--- src/amrtc_defs.vh ---
// Register offsets, field positions, reset values and timing figures of the converter control block
`ifndef AMRTC_DEFS_VH
`define AMRTC_DEFS_VH
// ----------------------------------------------------------------------
// Register offsets
// ----------------------------------------------------------------------
`define AMRTC_ADDR_W 16
`define AMRTC_OFF_CTRL 16'h7f20
`define AMRTC_OFF_MODE 16'h7f21
`define AMRTC_OFF_RLOW 16'h7f22
`define AMRTC_OFF_RHIGH 16'h7f23
// ----------------------------------------------------------------------
// Field positions
// ----------------------------------------------------------------------
`define AMRTC_CTRL_CHAN_HI 7
`define AMRTC_CTRL_CHAN_LO 4
`define AMRTC_CTRL_CMP 3
`define AMRTC_CTRL_START 2
`define AMRTC_CTRL_DONE 1
`define AMRTC_CTRL_IRQEN 0
`define AMRTC_MODE_RESOLUTION_SELECT 6
`define AMRTC_MODE_ADJ 2
`define AMRTC_RLOW_CMPRES 7
`define AMRTC_RLOW_DIVHI 0
// ----------------------------------------------------------------------
// Reset values
// ----------------------------------------------------------------------
`define AMRTC_RST_CTRL 8'h00
`define AMRTC_RST_MODE 8'h00
`define AMRTC_RST_RLOW 8'h00
`define AMRTC_RST_RHIGH 8'h00
// Writable masks; fixed bits read zero
`define AMRTC_MODE_MASK 8'h47
`define AMRTC_RLOW_MASK 8'hf1
// ----------------------------------------------------------------------
// Timing figures in cycle clocks
// ----------------------------------------------------------------------
`define AMRTC_BASE_12 8'h34
`define AMRTC_BASE_8 8'h20
`define AMRTC_BASE_CMP 8'h1c
`define AMRTC_TAIL 8'h02
`define AMRTC_CNT_W 16
`endif

--- src/amrtc_len_calc.v ---
// Conversion length calculator from mode and division code
`default_nettype none
`include "amrtc_defs.vh"
module amrtc_len_calc #(
   parameter CNT_W = `AMRTC_CNT_W
) (
   // Settings
   input wire cmp_mode,
   input wire eight_bit,
   input wire doubled,
   input wire [2:0] div_code,
   // Result
   output wire [CNT_W-1:0] length
);
   reg [7:0] base;
   wire [CNT_W-1:0] scaled;
   wire [CNT_W-1:0] normal;
   always @* begin
      if (cmp_mode) begin
         base = `AMRTC_BASE_CMP;
      end else if (eight_bit) begin
         base = `AMRTC_BASE_8;
      end else begin
         base = `AMRTC_BASE_12;
      end
   end
   // Ratio 1/2^n: clock divided by ratio means base times 2^n
   assign scaled = {{(CNT_W-8){1'b0}}, base} << div_code;
   assign normal = scaled + {{(CNT_W-8){1'b0}}, `AMRTC_TAIL};
   assign length = doubled ? {normal[CNT_W-2:0], 1'b0} : normal;
endmodule
`default_nettype wire

--- src/amrtc_ctrl.v ---
// Converter control: registers, conversion timing, result placement and completion
//
// Decided for this implementation: strobed register access.
`default_nettype none
`include "amrtc_defs.vh"
module amrtc_ctrl #(
   parameter CNT_W = `AMRTC_CNT_W,
   parameter RES_W = 12
) (
   // Clock and reset
   input wire clk,
   input wire sys_rst,
   // Register port
   input wire [`AMRTC_ADDR_W-1:0] reg_addr,
   input wire [7:0] reg_wdata,
   input wire reg_wr,
   input wire reg_rd,
   output reg [7:0] reg_rdata,
   // Analogue front end
   input wire [RES_W-1:0] conv_value,
   input wire cmp_ref_below,
   output reg [3:0] input_channel_select,
   output reg comparator_select,
   output reg offset_comp_ctrl,
   output reg conv_busy,
   // Interrupt request
   output wire done_irq
);
   // ----------------------------------------------------------------------
   // Registers
   // ----------------------------------------------------------------------
   localparam ST_IDLE = 2'b01;
   localparam ST_RUN = 2'b10;
   reg [1:0] state;
   reg [7:0] conv_mode_reg;
   reg [7:0] result_low_reg;
   reg [7:0] result_high_reg;
   reg conversion_done_flag;
   reg done_irq_enable;
   reg first_12_pending;
   reg [CNT_W-1:0] count;
   reg run_cmp;
   reg run_eight;
   wire [CNT_W-1:0] length;
   wire wr_ctrl;
   wire wr_mode;
   wire wr_low;
   wire wr_high;
   wire start_wr;
   wire stop_wr;
   wire finish;
   wire resolution_select;
   wire [2:0] div_code;
   wire cmp_now;

   assign wr_ctrl = reg_wr && (reg_addr == `AMRTC_OFF_CTRL);
   assign wr_mode = reg_wr && (reg_addr == `AMRTC_OFF_MODE);
   assign wr_low = reg_wr && (reg_addr == `AMRTC_OFF_RLOW);
   assign wr_high = reg_wr && (reg_addr == `AMRTC_OFF_RHIGH);
   assign resolution_select = conv_mode_reg[`AMRTC_MODE_RESOLUTION_SELECT];
   assign div_code = {result_low_reg[`AMRTC_RLOW_DIVHI], conv_mode_reg[1:0]};
   // A start write may carry a new mode bit; the run must use the value written
   assign cmp_now = wr_ctrl ? reg_wdata[`AMRTC_CTRL_CMP] : comparator_select;
   assign start_wr = wr_ctrl && reg_wdata[`AMRTC_CTRL_START] && (state == ST_IDLE);
   assign stop_wr = wr_ctrl && !reg_wdata[`AMRTC_CTRL_START] && (state == ST_RUN);
   assign finish = (state == ST_RUN) && (count == {{(CNT_W-1){1'b0}}, 1'b1}) && !stop_wr;
   assign done_irq = done_irq_enable && conversion_done_flag;

   // ----------------------------------------------------------------------
   // Length of the conversion about to start
   // ----------------------------------------------------------------------
   amrtc_len_calc #(
      .CNT_W(CNT_W)
   ) amrtc_len_calc_inst (
      .cmp_mode(cmp_now),
      .eight_bit(resolution_select),
      .doubled(!cmp_now && !resolution_select && first_12_pending),
      .div_code(div_code),
      .length(length)
   );

   // ----------------------------------------------------------------------
   // Sequencer
   // ----------------------------------------------------------------------
   always @(posedge clk) begin
      if (sys_rst) begin
         state <= ST_IDLE;
         count <= {CNT_W{1'b0}};
         conv_busy <= 1'b0;
         run_cmp <= 1'b0;
         run_eight <= 1'b0;
         first_12_pending <= 1'b1;
      end else begin
         // Switching 8 to 12 bit re-arms the long first conversion; taken from the
         // mode write itself so that a start in the very next cycle already sees it
         if (wr_mode && resolution_select && !reg_wdata[`AMRTC_MODE_RESOLUTION_SELECT]) begin
            first_12_pending <= 1'b1;
         end
         case (state)
            ST_IDLE: begin
               if (start_wr) begin
                  state <= ST_RUN;
                  count <= length;
                  conv_busy <= 1'b1;
                  run_cmp <= cmp_now;
                  run_eight <= resolution_select;
                  if (!cmp_now && !resolution_select) begin
                     first_12_pending <= 1'b0;
                  end
               end
            end
            ST_RUN: begin
               if (stop_wr || finish) begin
                  state <= ST_IDLE;
                  conv_busy <= 1'b0;
                  count <= {CNT_W{1'b0}};
               end else begin
                  count <= count - {{(CNT_W-1){1'b0}}, 1'b1};
               end
            end
            default: begin
               state <= ST_IDLE;
               conv_busy <= 1'b0;
            end
         endcase
      end
   end

   // ----------------------------------------------------------------------
   // Software registers and result placement
   // ----------------------------------------------------------------------
   always @(posedge clk) begin
      if (sys_rst) begin
         input_channel_select <= 4'h0;
         comparator_select <= 1'b0;
         done_irq_enable <= 1'b0;
         conversion_done_flag <= 1'b0;
         offset_comp_ctrl <= 1'b0;
         conv_mode_reg <= `AMRTC_RST_MODE;
         result_low_reg <= `AMRTC_RST_RLOW;
         result_high_reg <= `AMRTC_RST_RHIGH;
      end else begin
         if (wr_ctrl) begin
            input_channel_select <= reg_wdata[`AMRTC_CTRL_CHAN_HI:`AMRTC_CTRL_CHAN_LO];
            comparator_select <= reg_wdata[`AMRTC_CTRL_CMP];
            done_irq_enable <= reg_wdata[`AMRTC_CTRL_IRQEN];
         end
         // Set wins over a clearing write in the same cycle
         if (finish) begin
            conversion_done_flag <= 1'b1;
         end else if (wr_ctrl) begin
            conversion_done_flag <= reg_wdata[`AMRTC_CTRL_DONE];
         end
         if (wr_mode) begin
            conv_mode_reg <= reg_wdata & `AMRTC_MODE_MASK;
            offset_comp_ctrl <= reg_wdata[`AMRTC_MODE_ADJ];
         end
         // Plain storage; a write lands except in the bits that a result places in the same cycle
         if (wr_low) begin
            result_low_reg <= reg_wdata & `AMRTC_RLOW_MASK;
         end
         if (wr_high) begin
            result_high_reg <= reg_wdata;
         end
         if (finish) begin
            if (run_cmp) begin
               result_low_reg[`AMRTC_RLOW_CMPRES] <= cmp_ref_below;
            end else if (run_eight) begin
               result_high_reg <= conv_value[RES_W-1:RES_W-8];
            end else begin
               result_high_reg <= conv_value[RES_W-1:RES_W-8];
               result_low_reg[7:4] <= conv_value[RES_W-9:RES_W-12];
            end
         end
      end
   end

   // ----------------------------------------------------------------------
   // Read port, data one cycle after the strobe
   // ----------------------------------------------------------------------
   always @(posedge clk) begin
      if (sys_rst) begin
         reg_rdata <= 8'h00;
      end else if (reg_rd) begin
         case (reg_addr)
            `AMRTC_OFF_CTRL: reg_rdata <= {input_channel_select, comparator_select, conv_busy,
                                          conversion_done_flag, done_irq_enable};
            `AMRTC_OFF_MODE: reg_rdata <= conv_mode_reg;
            `AMRTC_OFF_RLOW: reg_rdata <= result_low_reg;
            `AMRTC_OFF_RHIGH: reg_rdata <= result_high_reg;
            default: reg_rdata <= 8'h00;
         endcase
      end else begin
         reg_rdata <= 8'h00;
      end
   end
endmodule
`default_nettype wire

--- config.mk ---
export PLATFORM = sky130hd
export DESIGN_NAME = amrtc_ctrl
export DESIGN_NICKNAME = d
export VERILOG_FILES = /design/src/amrtc_len_calc.v /design/src/amrtc_ctrl.v
export VERILOG_INCLUDE_DIRS = /design/src
export SDC_FILE = /design/constraint.sdc
export NUM_CORES = 1
export LEC_CHECK = 0
export ABC_AREA = 1
export BUFFER_PORTS_ARGS = -buffer_cell sky130_fd_sc_hd__clkbuf_2
export CAP_MARGIN = 20
export CORE_MARGIN = 5
export CORE_UTILIZATION = 56
export CTS_CLUSTER_SIZE = 10
export DETAILED_ROUTE_END_ITERATION = 10
export MAX_ROUTING_LAYER = met4
export PLACE_DENSITY_LB_ADDON = 0.08
export SETUP_SLACK_MARGIN = 0.1
export SKIP_CTS_REPAIR_TIMING = 1
export SLEW_MARGIN = 0
export SYNTH_ARGS = -nofsm -noshare
export SYNTH_HDL_FRONTEND = slang
export SYNTH_SLANG_ARGS = --single-unit
--- constraint.sdc ---
create_clock -name clk -period 2.22 [get_ports clk]
set_clock_uncertainty 0.15 [all_clocks]
set_input_delay 0.222 -clock clk [delete_from_list [all_inputs] [get_ports clk]]
set_output_delay 0.222 -clock clk [all_outputs]
set_load 0.02 [all_outputs]
Yosys cells after proc, flatten, opt, wreduce, memory -nomap -nowiden --
Cells that the tools add are included.
Storage, ports and cells: bits of input ports 41, bits in registers 55, logic and storage cells 84
Cells by class: mux-type cells 28, reductions and logical operators 27, bitwise logic cells 1, equal/unequal tests 9, shift-type cells 1, add/subtract/negate cells 2
Operators with widths (number):
- $eq A16 B15 Y1 const B | 4
- $mux W16 | 3
- $mux W8 | 5
- $pmux W16 S2 | 1
- $pmux W8 S4 | 1
- $add A16 B2 Y16 const B | 1
- $eq A16 B1 Y1 const B | 1
- $shl A8 B3 Y16 | 1
- $sub A16 B1 Y16 const B | 1
- $logic_and A1 B1 Y1 | 15
- $mux W1 | 10
- $mux W4 | 2
- $reduce_and A2 Y1 | 3
- $logic_not A1 Y1 | 5
- $mux W5 | 1
- $mux W2 | 2
- $pmux W2 S2 | 1
- $reduce_bool A2 Y1 | 2
- $mux W3 | 1
- $eq A2 B1 Y1 const B | 1
- $eq A2 B2 Y1 const B | 1
- $ne A2 B1 Y1 const B | 1
- $ne A2 B2 Y1 const B | 1
- $pmux W1 S2 | 1
- 3 further kinds | 3

Longest topological paths before layout --
Gate-level depths: netlist of the first run.
depth after elaboration 9, depth in mapped cells 16, gate-level depth less buffers 15

Cells and area by module --
From an unflattened synthesis of the first run, not the netlist that was laid out.
Unflattened totals: cell total of the unflattened synthesis 541, area total of the unflattened synthesis 3430.8 um2
Modules (own cells, without submodules):
- amrtc_ctrl | cells an instance 468, times used 1, area each 3075.4 um2, sequential area each 1061.0 um2
- amrtc_len_calc | cells an instance 73, times used 1, area each 355.3 um2, sequential area each 0.0 um2

Worst setup path after synthesis of the first run --
No wires, ideal clock.
kind reg2reg, start point register conv_busy (netlist name), end point register result_high_reg[4], data required time 1.944 ns, stages on the path, launching flop included 10, path slack 0.367 ns, library setup time 0.126 ns, arrival time 1.577 ns, cell sequence dfxtp_1 > inv_1 > nor2_4 > inv_1 > nor2_1 > nand2_1 > nor4_2 > nand3_1 > o21ai_0 > a31oi_1
RTL lines:
- end signal, assigned | RTL line amrtc_ctrl.v:141 | result_high_reg <= `AMRTC_RST_RHIGH;
- end signal, assigned | RTL line amrtc_ctrl.v:163 | result_high_reg <= reg_wdata;
- end signal, assigned | RTL line amrtc_ctrl.v:169 | result_high_reg <= conv_value[RES_W-1:RES_W-8];
- end, declared | RTL line amrtc_ctrl.v:37 | reg [7:0] result_high_reg;

Worst setup path after layout of the first run --
start point register count[0], end point register count[14]
Between the ends: word-level cells in the longest chain between the ends 6, elaborated cells on any way between the ends 7, classes of those cells add/sub: 1; eq/ne: 1; mux: 2; reduce/logical: 3
RTL lines:
- start, declared | RTL line amrtc_ctrl.v:41 | reg [CNT_W-1:0] count;
- start signal, assigned | RTL line amrtc_ctrl.v:88 | count <= {CNT_W{1'b0}};
- start signal, assigned | RTL line amrtc_ctrl.v:103 | count <= length;
- start signal, assigned | RTL line amrtc_ctrl.v:116 | count <= {CNT_W{1'b0}};
- branches (longest 4 deep; another with $sub A16 B1 Y16)
- $mux W16 (*) | RTL line amrtc_ctrl.v:113 | if (stop_wr || finish) begin
- $pmux W16 S2 (*) | RTL line amrtc_ctrl.v:99 | case (state)
Mark *: on every way between the ends. A chain may end at the register's enable or synchronous reset.

==> results of run 1 <==
## final timing paths
path                                         startpoint                       to  slack (ns)  cells past startpoint
worst max-delay path                           count[0]                count[14]        0.28                      9
worst min-delay path                      conv_value[0]        result_low_reg[4]       -0.02                      3
worst min register to register  input_channel_select[0]  input_channel_select[0]        0.33                      2
worst max register to register                 count[0]                count[14]        0.28                      9
## worst reg2reg max path, cell delays in order, from the launching register on
cell and delay [ns]:
dfxtp_1 0.35, inv_1 0.09, ha_1 0.19, nand2_1 0.11
nor3_2 0.30, nand3_1 0.18, nor2_1 0.18, xor2_1 0.16
nand2_1 0.06, a21oi_1 0.12
## kinds of logic after synthesis
group,Yosys count,share of synthesized area [%]
AO/OA/AOI/OAI,100,18.1
XOR/XNOR,10,2.78
adder cells (fa/ha/maj),2,0.794
AND/OR/NAND/NOR,220,33.8
flip-flops,53,33.7
buffers and inverters,83,10.9
## through the flow
step                      area [sq um]  hold slack [ns]
after detailed placement          3510            0.309
after floorplan                   3150            0.211
final                             3640          -0.0157
after CTS                         3600          -0.0222
after global routing              3640           0.0159
after global placement            3510            0.305
## cell usage in the layout, fill, tap and decap left out, drive strengths merged, types with 8 or more instances in the layout
cell	n
nand4	10
o21ai	53
nor3	14
nand3	45
nor2	52
a31oi	8
clkbuf	61
a21oi	25
nand2	90
inv	63
buf	11
dfxtp	53
## layout make-up
| class | count | area share (%) |
|---|---|---|
| flip-flops and latches | 53 | 29.2 |
| multi-input cells | 332 | 48.8 |
| clock buffers | 5 | 1.89 |
| inverters | 66 | 6.84 |
| repair buffers | 68 | 10.2 |
| well taps | 72 | 2.48 |
| clock inverters | 3 | 0.619 |
## layer usage
layer,wire length [um],track usage (%)
met5,0,-
met4,225,9.06
met3,484,3.98
met2,4140,42.2
met1,3500,27.1
## power by group through the flow
stage | Sequential (mW) | Clock, mW | Combinational (mW)
2_1_floorplan | 0.972 | 0 | 0.0324
3_3_place_gp | 0.972 | 0 | 0.0814
3_5_place_dp | 0.972 | 0 | 0.0834
4_1_cts | 0.950 | 0.580 | 0.0839
5_1_grt | 0.950 | 0.625 | 0.0947
6_report | 0.950 | 0.570 | 0.0854
==> flow_summary.toml, run 1 <==
[floorplanning]
die_w_um = 85.0
dieArea_sq_um = 7230
num_io_pins = 57
row_count = 27
core-area_sq_um = 5470
start_util_pct = 57.6
die_y_um = 85.0

[sta]
drv_slew = 0
period_needed_ns = 1.94
fin_crit_sh_pct = 87.2
maxClockFrequency_mhz = 517
worst_pin_slew_ns = 0.476
worst_hold_slack_ns = -0.0157
rsz0062_at_grt = "yes"
hold_viol_final = 1
worst_slack_ns = 0.285
final.setup.tns_ns = 0
relSlewSlack_pct = 68.2
setup_viol = 0

[routing]
firstDrtPassIters = 5
via_count = 3260
totalWireLength_um = 8340
vias_per_cell = 5.44
wl_per_cell_um = 13.9
final_antenna_net_count = 0
drt_iter0_drc = 139
drc = 0

[layout]
utilization_pct = 66.5
instances_no_fill = 599
largest_reg_flops = 16
num-fill-cells = 518
drive_above_1_share_pct = 20.9
multi_input_area_sq_um = 1780
regArea_sq_um = 1060
diodes = 0
area_delta_synth_final_pct = 15.4
nets = 569

[status]
outcome = "finished with violations"
violations = "negative hold slack"

[global_routing]
grt_usage_pct = 24.0
grt_remaining_overflow = 0
grt_max_degree = 25
grt_pass1_wl_um = 13700
first_global_vias = 2999
antenna_found_initial = 0

[power_and_ir_drop]
clkPwrFrac_pct = 35.5
powerDensity_nw_per_um2 = 441
seqPwrFrac_pct = 59.2
vdd.ir_drop.worst_mv = 0.222
p_int_mw = 1.21
total_power_mw = 1.61
p_leak_nw = 1.70
combPwrFrac_pct = 5.3
netSwitchingPower_mw = 0.393
power_switching_share_pct = 24.5

[clocking]
max-clock-path-buffers = 2
root_buffer = "clkbuf_8"
cts_max_level = 2
insertion_delay_ns = 0.31
cts_tree = "yes"
cts_buffers = 5
path_clk_slew_ns = 0.10
clkSinkCount = 53

[logic_synthesis]
ys_top_cells_by_count = "nand2_1 (87), inv_1 (60), dfxtp_1 (53), o21ai_0 (48), nor2_1 (44)"
synth_area_sq_um = 3150
avgSynthCellArea_sq_um = 6.74
synth_async_sr_flop_share_pct = 0
synth_flop_cell = "dfxtp_1"
synth_top_area_cell = "dfxtp_1"
synth_edf_count = 0
netlist_instances = 468
synth.distinct_cells = 42
synth_warnings = 0
synth_top_area_share_pct = 33.7
ys_ff_latch = 53
netlist_top_cells_area = "dfxtp_1 (34%), nand2_1 (10%), o21ai_0 (7.6%)"
seq_area_frac_synth_pct = 33.7
yosysMostFrequentCell = "nand2_1"
synth_nets = 511

[min_path]
hold_class = "input pin to flip-flop"

[run]
cap_violations = 0

[placement]
dpl.cell_count = 590
place_congestion = 0.949
dp_hpwl_um = 6490
portBuffers = 56
dp_slack_ns = 0.0964

[worst_setup_path]
path_cells = "inv_1 -> ha_1 -> nand2_1 -> nor3_2 -> nand3_1 -> nor2_1 -> xor2_1 -> nand2_1 -> a21oi_1"
cp.arrival_ns = 2.04
crit_fanout = 4
cp.required_ns = 2.32
startpoint_type = "flip-flop"
worst-setup-path-type = "flip-flop to flip-flop"
timing.critical_path.mode_cell = "nand2_1"
critPathMaxStageDelay_ns = 0.35
crit_buf_inv = 1
cp_top_family = "simple AND/OR/NAND/NOR gates"
crit_slowest_cell = "dfxtp_1"
endpoint_kind = "flip-flop"
Note: power is estimated with default switching activity, not from simulation.
==> run 2, diff against run 1 <==
CORE_UTILIZATION = 32   (was 56)
==> run 2 against run 1 <==
Against the previous run:
- the run still ends with negative hold slack left
- sequential share of layout area shrank 1.0 points
- non-clock buffer count rose by 5
- flip-flop and latch count unchanged
- wire length increased by 13%
- critical path depth did not move
- worst setup slack got worse by 0.050 ns
- sequential power hardly changed
- clock power decreased by 2%
==> flow_summary.toml, run 2 (synthesis results as in run 1) <==
[global_routing]
antenna_found_initial = 0
grt_pass1_wl_um = 15200
grt_max_degree = 26
grt_remaining_overflow = 0
first_global_vias = 3094
grt_usage_pct = 16.7

[clocking]
max-clock-path-buffers = 2
clkSinkCount = 53
insertion_delay_ns = 0.31
cts_tree = "yes"
cts_buffers = 5
cts_max_level = 2
root_buffer = "clkbuf_8"
path_clk_slew_ns = 0.10

[floorplanning]
row_count = 36
core-area_sq_um = 9680
num_io_pins = 57
die_w_um = 109
die_y_um = 109
dieArea_sq_um = 11900
start_util_pct = 32.6

[worst_setup_path]
startpoint_type = "flip-flop"
path_cells = "inv_1 -> nor2_4 -> inv_2 -> nor2_2 -> nand2_1 -> nor4_4 -> nand3_4 -> o21ai_1 -> a31oi_1"
critical_path_cell_count = 9
cp_top_family = "simple AND/OR/NAND/NOR gates"
cp.arrival_ns = 2.04
critPathMaxStageDelay_ns = 0.35
crit_fanout = 8
endpoint_kind = "flip-flop"
crit_slowest_cell = "nor4_4"
worst-setup-path-type = "flip-flop to flip-flop"
cp.required_ns = 2.27
crit_buf_inv = 2
reg2reg_depth = 9

[placement]
dpl.cell_count = 653
portBuffers = 56
place_congestion = 0.823
dp_hpwl_um = 7530

[sta]
maxClockFrequency_mhz = 504
setup_viol = 0
relSlewSlack_pct = 61.3
hold_viol_final = 1
fin_crit_sh_pct = 89.5
drv_slew = 0
period_needed_ns = 1.99
worst_hold_slack_ns = -0.00937
rsz0062_at_grt = "yes"
worst_pin_slew_ns = 0.576

[layout]
nets = 574
diodes = 0
multi_input_area_sq_um = 1800
num-fill-cells = 1082
utilization_pct = 38.9
final_cell_mix = "nand2_1 (87), inv_1 (59), clkbuf_2 (56)"
area_delta_synth_final_pct = 19.6
largest_reg_flops = 16
final_common_cell = "nand2_1"
instances_no_fill = 665
regArea_sq_um = 1060
drive_above_1_share_pct = 21.8

[run]
cap_violations = 0

[power_and_ir_drop]
p_leak_nw = 1.72
total_power_mw = 1.60
vdd.ir_drop.worst_mv = 0.225
powerDensity_nw_per_um2 = 424

[routing]
wl_per_cell_um = 14.2
drt_iter0_drc = 165
totalWireLength_um = 9460
vias_per_cell = 4.74
final_antenna_net_count = 0
via_count = 3154
firstDrtPassIters = 4
drc = 0

[status]
violations = "negative hold slack"
outcome = "finished with violations"

[min_path]
hold_depth = 3
hold_class = "input pin to flip-flop"
## run 2: cell count changes in the layout (fill, tap and decap cells not counted), moves of 2 or more
cell / before / now
o21ai_0: 48 / 40
buf_4: 11 / 16
clkinvlp_4: 0 / 2
clkinv_4: 2 / 0
o21ai_1: 3 / 11
## run 2: worst min-delay path, stage by stage
cell and delay, ns:
clkbuf_2 0.08, nor3_1 0.04, nor2_1 0.08
## run 2: final timing paths
check	from	endpoint	slack (ns)
setup / recovery	conv_busy	result_high_reg[7]	0.23
hold / removal	conv_value[1]	result_low_reg[5]	-0.009
hold reg to reg	input_channel_select[1]	input_channel_select[1]	0.32
setup reg to reg	conv_busy	result_high_reg[7]	0.23
## run 2: final cells by class
| cell class | count | area share (%) |
|---|---|---|
| Sequential cell | 53 | 28.1 |
| Timing Repair Buffer | 73 | 10.9 |
| Clock inverter | 2 | 0.398 |
| Tap cell | 133 | 4.41 |
| Multi-Input combinational cell | 332 | 47.6 |
| Inverter | 66 | 6.60 |
| Clock buffer | 6 | 1.92 |
## run 2: metrics by stage
| stage | area [sq um] | hold WS [ns] | setup slack (ns) | setup TNS [ns] |
|---|---|---|---|---|
| final | 3770 | -0.00937 | 0.234 | 0 |
| after CTS | 3690 | -0.0157 | -0.00985 | -0.0112 |
| after global routing | 3770 | 0.00858 | 0.0873 | 0 |
| after detailed placement | 3600 | 0.312 | -0.00158 | -0.00158 |
| after floorplan | 3150 | 0.211 | 0.367 | 0 |
| after global placement | 3600 | 0.307 | -0.0428 | -0.124 |
## run 2: per-layer routing
layer	GRT usage (%)	vias to the layer above	wire, um
met1	20.0	1422	4230
li1	-	1670	-
met2	29.7	54	4750
met5	-	-	0
met3	2.13	8	369
met4	3.74	0	106
## run 2: power breakdown
| part | internal [mW] | switching (mW) |
|---|---|---|
| clock network | 0.223 | 0.336 |
| registers | 0.950 | 0.00000780 |
| logic | 0.0388 | 0.0503 |
